[src/verilog/spm_pkg.sv]
// constants and types shared by the serial port master/slave block
// assumes one system clock domain; pins are synchronised inside the top module

package spm_pkg;

	// ---------------------------------------------------------------
	// widths
	// ---------------------------------------------------------------
	localparam int CHAR_W     = 16;
	localparam int EDGE_W     = 5;
	localparam int HALF_W     = 8;
	localparam int FIFO_DEPTH = 16;
	localparam int LVL_W      = 5;

	// ---------------------------------------------------------------
	// fixed values
	// ---------------------------------------------------------------
	localparam logic [4:0]        CHAR_MAX   = 5'h10;
	localparam logic [4:0]        EDGE_ZERO  = 5'h00;
	localparam logic [5:0]        EDGE_ONE   = 6'h01;
	localparam logic [HALF_W-1:0] HALF_ONE   = 8'h01;
	localparam logic [LVL_W-1:0]  TX_RDY_MAX = 5'h0E;

	// ---------------------------------------------------------------
	// engine states
	// ---------------------------------------------------------------
	typedef enum logic [2:0] {
		ST_IDLE   = 3'b000,
		ST_SELECT = 3'b001,
		ST_SHIFT  = 3'b010,
		ST_TAIL   = 3'b011,
		ST_SLAVE  = 3'b100
	} spm_state_t;

endpackage

[src/verilog/spm_sync.sv]
// two flip-flop synchroniser for pin inputs
// assumes inputs are asynchronous to clk
`timescale 1ns/1ns
`default_nettype none

module spm_sync #(
	parameter int WIDTH = 4
) (
	// clock and reset
	input  wire logic             clk,
	input  wire logic             rst_n,
	// data
	input  wire logic [WIDTH-1:0] din,
	output logic      [WIDTH-1:0] dout
);
	typedef struct packed {
		logic [WIDTH-1:0] s1;
		logic [WIDTH-1:0] s2;
	} spm_sync_st_t;

	spm_sync_st_t st_reg;
	spm_sync_st_t st_next;

	always_comb begin
		st_next    = st_reg;
		st_next.s1 = din;
		st_next.s2 = st_reg.s1;
	end

	always_ff @(posedge clk) begin
		if (!rst_n) begin
			st_reg <= '0;
		end else begin
			st_reg <= st_next;
		end
	end

	assign dout = st_reg.s2;
endmodule // spm_sync

`default_nettype wire

[src/verilog/spm_fifo.sv]
// flip-flop queue with level, full and empty
// assumes push is only given while not full, pop only while not empty
`timescale 1ns/1ns
`default_nettype none

module spm_fifo #(
	parameter int WIDTH = 16,
	parameter int DEPTH = 16,
	parameter int AW    = 4,
	parameter int LW    = 5
) (
	// clock and reset
	input  wire logic             clk,
	input  wire logic             rst_n,
	// fill side
	input  wire logic             push,
	input  wire logic [WIDTH-1:0] push_data,
	// drain side
	input  wire logic             pop,
	output logic      [WIDTH-1:0] pop_data,
	// status
	output logic      [LW-1:0]    level,
	output logic                  full,
	output logic                  empty
);
	typedef struct packed {
		logic [DEPTH-1:0][WIDTH-1:0] mem;
		logic [AW-1:0]               wp;
		logic [AW-1:0]               rp;
		logic [LW-1:0]               cnt;
	} spm_fifo_st_t;

	spm_fifo_st_t st_reg;
	spm_fifo_st_t st_next;
	logic         do_push;
	logic         do_pop;

	assign full     = (st_reg.cnt == LW'(DEPTH));
	assign empty    = (st_reg.cnt == '0);
	assign do_push  = push && !full;
	assign do_pop   = pop && !empty;
	assign pop_data = st_reg.mem[st_reg.rp];
	assign level    = st_reg.cnt;

	always_comb begin
		st_next = st_reg;
		if (do_push) begin
			st_next.mem[st_reg.wp] = push_data;
			st_next.wp             = AW'(st_reg.wp + 1'b1);
		end
		if (do_pop) begin
			st_next.rp = AW'(st_reg.rp + 1'b1);
		end
		if (do_push && !do_pop) begin
			st_next.cnt = LW'(st_reg.cnt + 1'b1);
		end else if (do_pop && !do_push) begin
			st_next.cnt = LW'(st_reg.cnt - 1'b1);
		end
	end

	always_ff @(posedge clk) begin
		if (!rst_n) begin
			st_reg <= '0;
		end else begin
			st_reg <= st_next;
		end
	end
endmodule // spm_fifo

`default_nettype wire

[src/verilog/spm_port.sv]
// serial port engine: master or slave, three or four wire, with tx and rx queues
// assumes config ports are changed only while PORT_EN is low; pins sampled through two flops
`timescale 1ns/1ns
`default_nettype none

module spm_port
	import spm_pkg::*;
#(
	parameter int DEPTH = spm_pkg::FIFO_DEPTH
) (
	// clock and reset
	input  wire logic                      CLK_SYS,
	input  wire logic                      RST_N,
	// configuration
	input  wire logic                      PORT_EN,
	input  wire logic                      MASTER_SEL,
	input  wire logic                      SS_DIR_OUT,
	input  wire logic                      SS_OUT_EN,
	input  wire logic                      THREE_WIRE,
	input  wire logic                      CLK_PHA,
	input  wire logic                      CLK_POL,
	input  wire logic [4:0]                CHAR_BITS,
	input  wire logic [spm_pkg::HALF_W-1:0] SCK_HI,
	input  wire logic [spm_pkg::HALF_W-1:0] SCK_LO,
	input  wire logic                      TX_FIFO_EN,
	input  wire logic                      RX_FIFO_EN,
	input  wire logic [spm_pkg::LVL_W-1:0] TX_WAKE_LVL,
	input  wire logic [spm_pkg::LVL_W-1:0] RX_WAKE_LVL,
	// control and status
	input  wire logic                      START,
	output logic                           BUSY,
	output logic                           WAKE,
	output logic [spm_pkg::LVL_W-1:0]      TX_LEVEL,
	output logic [spm_pkg::LVL_W-1:0]      RX_LEVEL,
	// transmit queue fill side
	input  wire logic                      TX_WR_VALID,
	input  wire logic [spm_pkg::CHAR_W-1:0] TX_WR_DATA,
	output logic                           TX_WR_READY,
	// receive queue drain side
	output logic                           RX_RD_VALID,
	output logic [spm_pkg::CHAR_W-1:0]     RX_RD_DATA,
	input  wire logic                      RX_RD_READY,
	// serial clock pin
	input  wire logic                      SCK_I,
	output logic                           SCK_O,
	output logic                           SCK_OE,
	// master-out / shared data pin
	input  wire logic                      MOSI_I,
	output logic                           MOSI_O,
	output logic                           MOSI_OE,
	// master-in pin
	input  wire logic                      MISO_I,
	output logic                           MISO_O,
	output logic                           MISO_OE,
	// slave select pin, active low
	input  wire logic                      SS_N_I,
	output logic                           SS_N_O,
	output logic                           SS_N_OE
);
	import spm_pkg::*;

	// ---------------------------------------------------------------
	// state
	// ---------------------------------------------------------------
	typedef struct packed {
		spm_state_t        state;
		logic [HALF_W-1:0] half_cnt;
		logic [EDGE_W-1:0] edge_cnt;
		logic              sck_lvl;
		logic              sck_prev;
		logic [CHAR_W-1:0] tx_sr;
		logic [CHAR_W-1:0] rx_sr;
		logic              rx_valid;
		logic [CHAR_W-1:0] rx_data;
		logic              tx_ready;
		logic [LVL_W-1:0]  tx_level;
		logic [LVL_W-1:0]  rx_level;
		logic              wake;
		logic              busy;
		logic              sck_o;
		logic              sck_oe;
		logic              mosi_o;
		logic              mosi_oe;
		logic              miso_o;
		logic              miso_oe;
		logic              ss_n_o;
		logic              ss_n_oe;
	} spm_port_st_t;

	spm_port_st_t st_reg;
	spm_port_st_t st_next;

	// ---------------------------------------------------------------
	// pin synchronisers and queues
	// ---------------------------------------------------------------
	logic [3:0]        pin_s;
	logic              sck_s;
	logic              ss_n_s;
	logic              mosi_s;
	logic              miso_s;

	spm_sync #(
		.WIDTH (4)
	) u_sync (
		.clk   (CLK_SYS),
		.rst_n (RST_N),
		.din   ({SCK_I, SS_N_I, MOSI_I, MISO_I}),
		.dout  (pin_s)
	);

	assign sck_s  = pin_s[3];
	assign ss_n_s = pin_s[2];
	assign mosi_s = pin_s[1];
	assign miso_s = pin_s[0];

	logic              tx_push;
	logic              tx_pop;
	logic [CHAR_W-1:0] tx_head;
	logic [LVL_W-1:0]  tx_lvl;
	logic              tx_empty;
	logic              rx_push;
	logic [CHAR_W-1:0] rx_word;
	logic              rx_pop;
	logic [CHAR_W-1:0] rx_head;
	logic [LVL_W-1:0]  rx_lvl;
	logic              rx_full;
	logic              rx_empty;

	// 16-bit entries, sixteen deep: thirty-two bytes each way
	spm_fifo #(
		.WIDTH (CHAR_W),
		.DEPTH (DEPTH),
		.AW    ($clog2(DEPTH)),
		.LW    (LVL_W)
	) u_txq (
		.clk       (CLK_SYS),
		.rst_n     (RST_N),
		.push      (tx_push),
		.push_data (TX_WR_DATA),
		.pop       (tx_pop),
		.pop_data  (tx_head),
		.level     (tx_lvl),
		.full      (),
		.empty     (tx_empty)
	);

	spm_fifo #(
		.WIDTH (CHAR_W),
		.DEPTH (DEPTH),
		.AW    ($clog2(DEPTH)),
		.LW    (LVL_W)
	) u_rxq (
		.clk       (CLK_SYS),
		.rst_n     (RST_N),
		.push      (rx_push),
		.push_data (rx_word),
		.pop       (rx_pop),
		.pop_data  (rx_head),
		.level     (rx_lvl),
		.full      (rx_full),
		.empty     (rx_empty)
	);

	// ---------------------------------------------------------------
	// character framing helpers
	// ---------------------------------------------------------------
	logic [4:0]        bits;
	logic [5:0]        edges2;
	logic [EDGE_W-1:0] last_edge;
	logic              tx_avail;
	logic              tx_dir;
	logic              rx_only;
	logic              rx_bit;
	logic [CHAR_W-1:0] load_sr;
	logic              ev;
	logic              lead;
	logic              new_lvl;
	logic [HALF_W-1:0] half_len;
	logic [CHAR_W-1:0] rx_new;
	logic              char_end;
	logic              m_active;
	logic              s_sel;

	assign bits      = (CHAR_BITS == 5'h00 || CHAR_BITS > CHAR_MAX) ? CHAR_MAX : CHAR_BITS;
	assign edges2    = {bits, 1'h0} - EDGE_ONE;
	assign last_edge = edges2[EDGE_W-1:0];
	assign tx_avail  = TX_FIFO_EN && !tx_empty;
	assign tx_dir    = TX_FIFO_EN;
	assign rx_only   = RX_FIFO_EN && !TX_FIFO_EN;
	assign load_sr   = (tx_avail ? tx_head : '0) << (CHAR_MAX - bits);

	// master listens on master-in, or the shared pin in three-wire mode
	always_comb begin
		if (MASTER_SEL && !THREE_WIRE) begin
			rx_bit = miso_s;
		end else begin
			rx_bit = mosi_s;
		end
	end

	assign half_len = st_reg.sck_lvl ? SCK_HI : SCK_LO;

	// ---------------------------------------------------------------
	// engine
	// ---------------------------------------------------------------
	always_comb begin
		st_next  = st_reg;
		tx_pop   = 1'h0;
		rx_push  = 1'h0;
		rx_word  = '0;
		ev       = 1'h0;
		new_lvl  = st_reg.sck_lvl;
		lead     = 1'h0;
		rx_new   = st_reg.rx_sr;
		char_end = 1'h0;

		// serial clock edge from own divider or from the pin
		if (st_reg.state == ST_SHIFT) begin
			if (st_reg.half_cnt + HALF_ONE >= half_len) begin
				ev                = 1'h1;
				new_lvl           = !st_reg.sck_lvl;
				st_next.half_cnt  = '0;
			end else begin
				st_next.half_cnt  = st_reg.half_cnt + HALF_ONE;
			end
		end else if (st_reg.state == ST_SLAVE) begin
			ev               = (sck_s != st_reg.sck_prev);
			new_lvl          = sck_s;
			st_next.sck_prev = sck_s;
		end

		// sample on first edge for phase 0, on second for phase 1
		if (ev) begin
			lead            = (new_lvl != CLK_POL);
			st_next.sck_lvl = new_lvl;
			if (lead ^ CLK_PHA) begin
				rx_new        = {st_reg.rx_sr[CHAR_W-2:0], rx_bit};
				st_next.rx_sr = rx_new;
			end else if (!(lead && st_reg.edge_cnt == EDGE_ZERO)) begin
				st_next.tx_sr = st_reg.tx_sr << 1;
			end
			if (st_reg.edge_cnt == last_edge) begin
				char_end         = 1'h1;
				st_next.edge_cnt = EDGE_ZERO;
				st_next.rx_sr    = '0;
				rx_push          = RX_FIFO_EN && !rx_full;
				rx_word          = rx_new;
			end else begin
				st_next.edge_cnt = st_reg.edge_cnt + 1'h1;
			end
		end

		case (st_reg.state)
			ST_IDLE: begin
				st_next.sck_lvl  = CLK_POL;
				st_next.edge_cnt = EDGE_ZERO;
				st_next.half_cnt = '0;
				st_next.rx_sr    = '0;
				if (PORT_EN && MASTER_SEL && START && (tx_avail || rx_only)) begin
					st_next.state = ST_SELECT;
					st_next.tx_sr = load_sr;
					tx_pop        = tx_avail;
				end else if (PORT_EN && !MASTER_SEL && !ss_n_s) begin
					st_next.state    = ST_SLAVE;
					st_next.sck_prev = sck_s;
					st_next.tx_sr    = load_sr;
					tx_pop           = tx_avail;
				end
			end
			ST_SELECT: begin
				// select held low one low time, then one idle-level half period, before the first clock edge
				if (st_reg.half_cnt + HALF_ONE >= SCK_LO) begin
					st_next.state    = ST_SHIFT;
					st_next.half_cnt = '0;
				end else begin
					st_next.half_cnt = st_reg.half_cnt + HALF_ONE;
				end
			end
			ST_SHIFT: begin
				if (!PORT_EN) begin
					st_next.state = ST_IDLE;
				end else if (char_end) begin
					// read-only runs one character per start
					if (tx_avail && !rx_full) begin
						st_next.tx_sr = load_sr;
						tx_pop        = 1'h1;
					end else begin
						st_next.state = ST_TAIL;
					end
				end
			end
			ST_TAIL: begin
				if (st_reg.half_cnt + HALF_ONE >= SCK_LO) begin
					st_next.state    = ST_IDLE;
					st_next.half_cnt = '0;
				end else begin
					st_next.half_cnt = st_reg.half_cnt + HALF_ONE;
				end
			end
			ST_SLAVE: begin
				if (!PORT_EN || MASTER_SEL || ss_n_s) begin
					st_next.state = ST_IDLE;
				end else if (char_end) begin
					st_next.tx_sr = load_sr;
					tx_pop        = tx_avail;
				end
			end
			default: begin
				st_next.state = ST_IDLE;
			end
		endcase

		// pin drivers
		m_active = (st_next.state == ST_SELECT) || (st_next.state == ST_SHIFT) || (st_next.state == ST_TAIL);
		s_sel    = (st_next.state == ST_SLAVE);

		st_next.sck_oe  = PORT_EN && MASTER_SEL;
		st_next.sck_o   = m_active ? st_next.sck_lvl : CLK_POL;
		st_next.mosi_o  = st_next.tx_sr[CHAR_W-1];
		st_next.miso_o  = st_next.tx_sr[CHAR_W-1];
		if (THREE_WIRE) begin
			st_next.mosi_oe = (m_active || s_sel) && tx_dir;
			st_next.miso_oe = 1'h0;
		end else begin
			st_next.mosi_oe = m_active;
			st_next.miso_oe = s_sel;
		end
		st_next.ss_n_oe = PORT_EN && MASTER_SEL && SS_DIR_OUT && SS_OUT_EN;
		st_next.ss_n_o  = !m_active;

		// queue side status
		st_next.tx_ready = (tx_lvl <= TX_RDY_MAX);
		st_next.tx_level = tx_lvl;
		st_next.rx_level = rx_lvl;
		st_next.wake     = (TX_FIFO_EN && tx_lvl <= TX_WAKE_LVL) ||
		                   (RX_FIFO_EN && rx_lvl >= RX_WAKE_LVL);
		st_next.busy     = (st_next.state != ST_IDLE);

		// receive output stage
		if (rx_pop) begin
			st_next.rx_valid = 1'h1;
			st_next.rx_data  = rx_head;
		end else if (RX_RD_READY) begin
			st_next.rx_valid = 1'h0;
		end
	end

	assign tx_push = TX_WR_VALID && st_reg.tx_ready;
	assign rx_pop  = !rx_empty && (!st_reg.rx_valid || RX_RD_READY);

	always_ff @(posedge CLK_SYS) begin
		if (!RST_N) begin
			st_reg <= '0;
		end else begin
			st_reg <= st_next;
		end
	end

	// ---------------------------------------------------------------
	// outputs
	// ---------------------------------------------------------------
	assign BUSY        = st_reg.busy;
	assign WAKE        = st_reg.wake;
	assign TX_LEVEL    = st_reg.tx_level;
	assign RX_LEVEL    = st_reg.rx_level;
	assign TX_WR_READY = st_reg.tx_ready;
	assign RX_RD_VALID = st_reg.rx_valid;
	assign RX_RD_DATA  = st_reg.rx_data;
	assign SCK_O       = st_reg.sck_o;
	assign SCK_OE      = st_reg.sck_oe;
	assign MOSI_O      = st_reg.mosi_o;
	assign MOSI_OE     = st_reg.mosi_oe;
	assign MISO_O      = st_reg.miso_o;
	assign MISO_OE     = st_reg.miso_oe;
	assign SS_N_O      = st_reg.ss_n_o;
	assign SS_N_OE     = st_reg.ss_n_oe;
endmodule // spm_port

`default_nettype wire

[config.mk]
export PLATFORM = sky130hd
export DESIGN_NAME = spm_port
export DESIGN_NICKNAME = d
export VERILOG_FILES = /design/src/verilog/spm_pkg.sv /design/src/verilog/spm_sync.sv /design/src/verilog/spm_fifo.sv /design/src/verilog/spm_port.sv
export SDC_FILE = /design/constraint.sdc
export NUM_CORES = 1
export LEC_CHECK = 0
export BUFFER_PORTS_ARGS = -buffer_cell sky130_fd_sc_hd__buf_4
export CAP_MARGIN = 25
export CORE_MARGIN = 2
export CORE_UTILIZATION = 65
export CTS_BUF_LIST = sky130_fd_sc_hd__clkbuf_8
export CTS_CLUSTER_DIAMETER = 50
export DETAILED_ROUTE_END_ITERATION = 16
export PLACE_DENSITY = 0.81
export SYNTH_ARGS = -nofsm -noshare
export SYNTH_HDL_FRONTEND = slang
export SYNTH_SLANG_ARGS = --single-unit
[constraint.sdc]
create_clock -name CLK_SYS -period 14.2 [get_ports CLK_SYS]
set_input_delay 2.84 -clock CLK_SYS [delete_from_list [all_inputs] [get_ports CLK_SYS]]
set_output_delay 2.84 -clock CLK_SYS [all_outputs]
set_load 0.005 [all_outputs]
**Yosys cells after proc, flatten, opt, wreduce, memory -nomap -nowiden**

Index checks and enable logic that the tools add are counted.

- Output and inout port bits: 38
- Bits in registers: 633
- Bits of input ports: 65

- Eq/ne operators: 13
- Reduce and logical (&&, ||, !) cells: 66
- Add/sub/neg operators: 12
- Magnitude comparators: 12
- Mux-type cells: 74
- Shift operators: 1
- Bitwise logic cells: 2

Operators by type and width:

| kind | count |
|---|---|
| $bwmux W256 | 2 |
| $mux W16 | 17 |
| $bmux W16 S4 | 2 |
| $demux W16 S4 | 2 |
| $pmux W16 S3 | 1 |
| $mux W32 | 1 |
| $mux W8 | 4 |
| $mux W5 | 6 |
| $logic_and A1 B1 Y1 | 28 |
| $mux W1 | 26 |
| $mux W3 | 8 |
| $logic_not A5 Y1 | 4 |
| $lt A4 B5 Y1 const B | 4 |
| $mux W17 | 1 |
| $add A4 B1 Y4 const B | 4 |
| $ge A8 B8 Y1 | 2 |
| $logic_not A1 Y1 | 16 |
| $pmux W8 S2 | 1 |
| $shl A16 B5 Y16 | 1 |
| $add A5 B1 Y5 const B | 3 |
| $pmux W3 S5 | 1 |
| $sub A5 B1 Y5 const B | 3 |
| $eq A3 B2 Y1 const B | 4 |
| $eq A5 B5 Y1 const B | 2 |
| other kinds (20) | 37 |

**Depth between registers and ports, before layout**

- Word-level depth: 16
- Gate-level depth with buffers: 21
- Mapped depth without buffers: 20

**By module**

A second synthesis with hierarchy kept.

- Cell total of the unflattened synthesis: 2879
- Area total of the unflattened synthesis: 31552.8 µm²

By module, submodules not included:

| module | cells an instance | area each (µm²) | instances |
|---|---|---|---|
| spm_fifo (u_txq) | 1084 | 12824.8 | 1 |
| spm_fifo (u_rxq) | 1084 | 12808.5 | 1 |
| spm_port | 695 | 5709.2 | 1 |
| spm_sync | 16 | 210.2 | 1 |

**Worst setup path after synthesis**

OpenSTA, ideal clock, no wires.

- Path type: in2reg
- From: input CHAR_BITS[0]
- To: register u_rxq.st_reg, in the netlist u_rxq.level[4]
- Arrival: 7.172 ns
- Buffers on the path: 1
- Cell stages on the path: 19
- Slack: 6.952 ns
- Data required time: 14.124 ns
- Path through: nor4_1 > inv_1 > ha_1 > nor2b_1 > clkinv_1 > ha_1 > xor2_1 > nand3_1 > nor3_4 > and4_1 > buf_4 > ha_1 > inv_1 > fa_1 > a21o_1 > a21oi_1 > xnor2_1 > or3_1 > a21boi_0

- Word-level cells in the longest chain between the ends: 11

Ends and longest elaborated chain:

| item | line | text |
|---|---|---|
| from (decl) | spm_port.sv:22 | `input wire logic [4:0] CHAR_BITS,` |
| $gt A5 B5 Y1 / $logic_not A5 Y1 (equally long branches) | spm_port.sv:184 | `assign bits = (CHAR_BITS == 5'h00 \|\| CHAR_BITS > CHAR_MAX) ? CHAR_MAX : CHAR_BITS;` |
| $logic_or A1 B1 Y1 | spm_port.sv:184 |  |
| $mux W5 * | spm_port.sv:184 |  |
| $sub A5 B1 Y5 * | spm_port.sv:185 | `assign edges2 = {bits, 1'h0} - EDGE_ONE;` |
| $eq A5 B5 Y1 * | spm_port.sv:242 | `if (st_reg.edge_cnt == last_edge) begin` |
| $mux W1 * | spm_port.sv:242 |  |
| $mux W1 * | spm_port.sv:233 | `if (ev) begin` |
| $logic_and A1 B1 Y1 * | spm_fifo.sv:40 | `assign do_push = push && !full;` |
| named net u_rxq.do_push | spm_fifo.sv:35 | `logic do_push;` |
| $logic_not A1 Y1 | spm_fifo.sv:56 | `end else if (do_pop && !do_push) begin` |
| $logic_and A1 B1 Y1 | spm_fifo.sv:56 |  |
| $reduce_bool A2 Y1 (no source line) | - |  |
| to (signal assigned) | spm_fifo.sv:65 | `st_reg <= st_next;` |
| to (decl) | spm_fifo.sv:33 | `spm_fifo_st_t st_reg;` |

The timed path passes the listed nets; every way through them passes the cells marked *.
A chain may end at the register's enable or synchronous reset.

**Final worst setup path**

- From: input CHAR_BITS[0]
- To: register u_rxq.st_reg, in the netlist u_rxq.level[4]

- Word-level cells in the longest chain between the ends: 11

Ends and longest elaborated chain:

| item | line |
|---|---|
| $gt A5 B5 Y1 / $logic_not A5 Y1 (equally long branches) | spm_port.sv:184 |
| $logic_or A1 B1 Y1 | spm_port.sv:184 |
| $mux W5 * | spm_port.sv:184 |
| $sub A5 B1 Y5 * | spm_port.sv:185 |
| $eq A5 B5 Y1 * | spm_port.sv:242 |
| $mux W1 * | spm_port.sv:242 |
| $mux W1 * | spm_port.sv:233 |
| $logic_and A1 B1 Y1 * | spm_fifo.sv:40 |
| $logic_not A1 Y1 | spm_fifo.sv:56 |
| $logic_and A1 B1 Y1 | spm_fifo.sv:56 |
| $reduce_bool A2 Y1 (no source line) | - |

Mark *: on every way between the ends. The rest lies on a longest branch, timed or not.

==> summary.md <==
| Metric | Value |
|---|---|
| WL/cell | 22.0 µm |
| Slowest-stage cell, CP | ha_1 |
| Worst reg-to-reg path cell count | 18 |
| CTS H-tree depth | 3 |
| Max-cap violation count | 0 |
| FFs w/ async S/R, synth | 0% |
| RSZ-0062 raised after global routing | no |
| Die height | 214 µm |
| Netlist Area Pre-Place | 28700 µm² |
| Skew-Pair Late Insertion Delay | 690 ps |
| Ys Warns | 0 |
| Crit-path max FO | 21 |
| Gr ovfl total | 0 |
| First-pass GRT wire length | 123000 µm |
| Port buffer count | 102 |
| Initial core utilization | 66.2% |
| Area Overhead vs Synth | 9.16% |
| Final hold vios | 0 |
| Largest net degree at the start of global routing | 150 |
| Unique masters post-synth | 81 |
| Initial DRC Count | 2290 |
| Fin Setup TNS | 0 ps |
| Biggest cell delay along the critical path | 830 ps |
| Overall global routing resource usage | 33.4% |
| Slack of the critical path | between 6000 and 7000 ps |
| Clock Tree Root | clkbuf_8 |
| CP Depth | 19 |
| Sequential-to-total area share from yosys stat | between 40% and 50% |
| Startpoint Class | input port |
| Crit path buffers/inverters | 4 |
| CTS Sinks | 632 |
| Endpoints failing setup | 0 |
| Synthesized Nets | 3026 |
| Mapped Cells | 2909 |
| Fin crit period | 8130 ps |
| Worst-Margin Slew | ~1100 ps |
| Pre-CTS setup slack | roughly 5500 ps |
| Die X-Extent | 214 µm |
| CTS tree | yes |
| Outcome | finished, final reports clean |
| Pre-antenna DRT Iters | 6 |
| Share of cells above drive strength 1 | 15.3% |
| Tcrit/Tclk final | between 50% and 60% |
| Hold buffer count at CTS | 0 |
| Clock Pin Slew Worst Setup and Hold Paths | about 60 ps |
| Power per cell area | 128 nW/µm² |
| Min-Delay Path Class | register to register |
| ANT nets after route | 0 |
| Initial antenna violation count | 2 |
| EDFF count, synth | 0 |
| WP data required | roughly 15000 ps |
| Clk buf depth | 3 |
| Post-layout net count | 3016 |
| Post-DP HPWL | approximately 51000 µm |
| Final WL | 78000 µm |
| Fmax | 123 MHz |
| CORE AREA | 43400 µm² |
| Final core utilization | 72.3% |
| Crit-path most repeated cell | ha_1 |
| Setup Buffers After CTS | 0 |
| Min-Delay Path Depth | 1 |
| Vias in the first global route | 22400 |
| Placement Rows | 76 |
| Synth Flop Type | dfxtp_1 |
| Clock skew | about 44 ps |
| Post-CTS sizing | 0 |
| I/O pin count | 103 |
| Worst VDD drop | 0.0000854 V |
| DRC violations left | 0 |
| Crit. End Element | register |
| Lkg Pwr | 10.7 nW |
| Max Transition Viols Final | 0 |
| Syn Area/Cell | about 10 µm² |
| Vias post-DR | around 23000 |
| Data arrival, critical path | 8710 ps |
| #FFs+latches synth | between 600 and 700 |
| CTS Buf Count | 99 |
| Die Outline Area | 45900 µm² |
| Pwr Total | 4.01 mW |
| Crit-path cells | buf_4 -> nor4_1 -> inv_1 -> ha_1 -> nor2b_1 -> clkinv_1 -> ha_1 -> xor2_1 -> nand3_1 -> nor3_4 -> and4_1 -> ha_1 -> inv_1 -> fa_1 -> a21o_1 -> a21oi_1 -> xnor2_1 -> or3_1 -> a21boi_0 |
| Vias per std cell | 6.44 |
| Rel. slew slack | 26.6% |
| WS Path Type | input port to register |
| Final Wtd Congestion | 0.884 |
| CP top delay family | simple AND/OR/NAND/NOR gates |
per-stage QoR:
step | std cells | cell area (µm²) | hold WS [ps]
2_1_floorplan | 2909 | 28700 | 412
3_3_place_gp | 3377 | 29400 | 425
3_5_place_dp | 3377 | 29400 | 422
4_1_cts | 3544 | 31300 | 437
5_1_grt | 3551 | 31300 | 443
6_report | 3551 | 31300 | 432
power by group:
part	internal, mW	total [mW]	switching, mW
registers	1.82	1.88	0.0681
logic	0.266	0.640	0.373
clock network	0.775	1.49	0.712
total	2.86	4.01	1.15
per-layer routing:
layer	part of all wire [%]	wire length [µm]	global-route usage (%)
met1	42	32800	46.4
met2	45	34900	50.3
met3	11	8330	9.09
met4	2.5	1950	12.1
met5	0.019	15	0
worst paths after layout:
kind | startpoint | to | slack, ps
max reg2reg | st_reg[77]$_SDFFE_PN0P_ | u_rxq.level[4]$_SDFFE_PN0P_ | 9010
max | CHAR_BITS[0] | u_rxq.level[4]$_SDFFE_PN0P_ | 6070
min | u_sync.st_next[1]$_SDFF_PN0_ | u_sync.dout[1]$_SDFF_PN0_ | 430
min reg2reg | u_sync.st_next[1]$_SDFF_PN0_ | u_sync.dout[1]$_SDFF_PN0_ | 430
cells in the mapped netlist (18+ instances only):
library cell / count / share of area (%)
o21a_1: 20 / 0.52
and2_1: 45 / 0.98
o2bb2ai_1: 260 / 7.9
buf_1: 50 / 0.65
inv_1: 35 / 0.46
buf_4: 35 / 0.92
buf_2: 50 / 0.87
ha_1: 50 / 2.2
o21ai_0: 39 / 0.68
a21boi_0: 281 / 7.3
xnor2_1: 29 / 0.88
a22o_1: 21 / 0.64
nor2b_1: 24 / 0.52
nand3_1: 33 / 0.58
dfxtp_1: 632 / 44
mux2i_1: 81 / 2.8
a21oi_1: 39 / 0.68
nor2_1: 74 / 0.97
a22oi_1: 30 / 0.78
clkbuf_1: 122 / 1.6
nand2b_1: 18 / 0.39
mux4_2: 124 / 9.7
nand2_1: 623 / 8.1
cell families (layout without fill, tap and decap cells):
group	Yosys count	count (layout)	synth area share, %
mux	219	219	13.2
xor+xnor	41	41	1.30
flops	632	632	44.1
fa+ha+maj	52	52	2.32
simple gates	894	894	13.4
buf+inv	297	353	4.59
other cells	0	1	0
compound gates	774	774	21.1
worst reg2reg max path, delay by kind of cell, from the launching register on:
family / cells / cell delay (ps)
AO/OA/AOI/OAI: 4 / 950
adder cells (fa/ha/maj): 3 / 940
AND/OR/NAND/NOR: 8 / 2240
buffers and inverters: 1 / 110
XOR/XNOR: 2 / 430
flip-flops: 1 / 470
placed cells by master (no fill, tap or decap), types with 71 or more instances in the layout:
cell and n:
nand2_1 623, mux2i_1 81, mux4_2 124, a21boi_0 280, buf_4 142, dfxtp_1 628, nor2_1 74, o2bb2ai_1 260
inv_1 71, clkbuf_8 120
final cells by class:
class / count / area (µm²)
Inverter: 39 / 146
Sequential cell: 632 / 12700
Timing Repair Buffer: 147 / 1140
Clock buffer: 119 / 1640
Fill cell: 3171 / 12000
Antenna cell: 1 / 2.50
Multi-Input combinational cell: 1980 / 14800
Clock inverter: 48 / 255
Tap cell: 585 / 732
(Power assumes the default switching activity.)
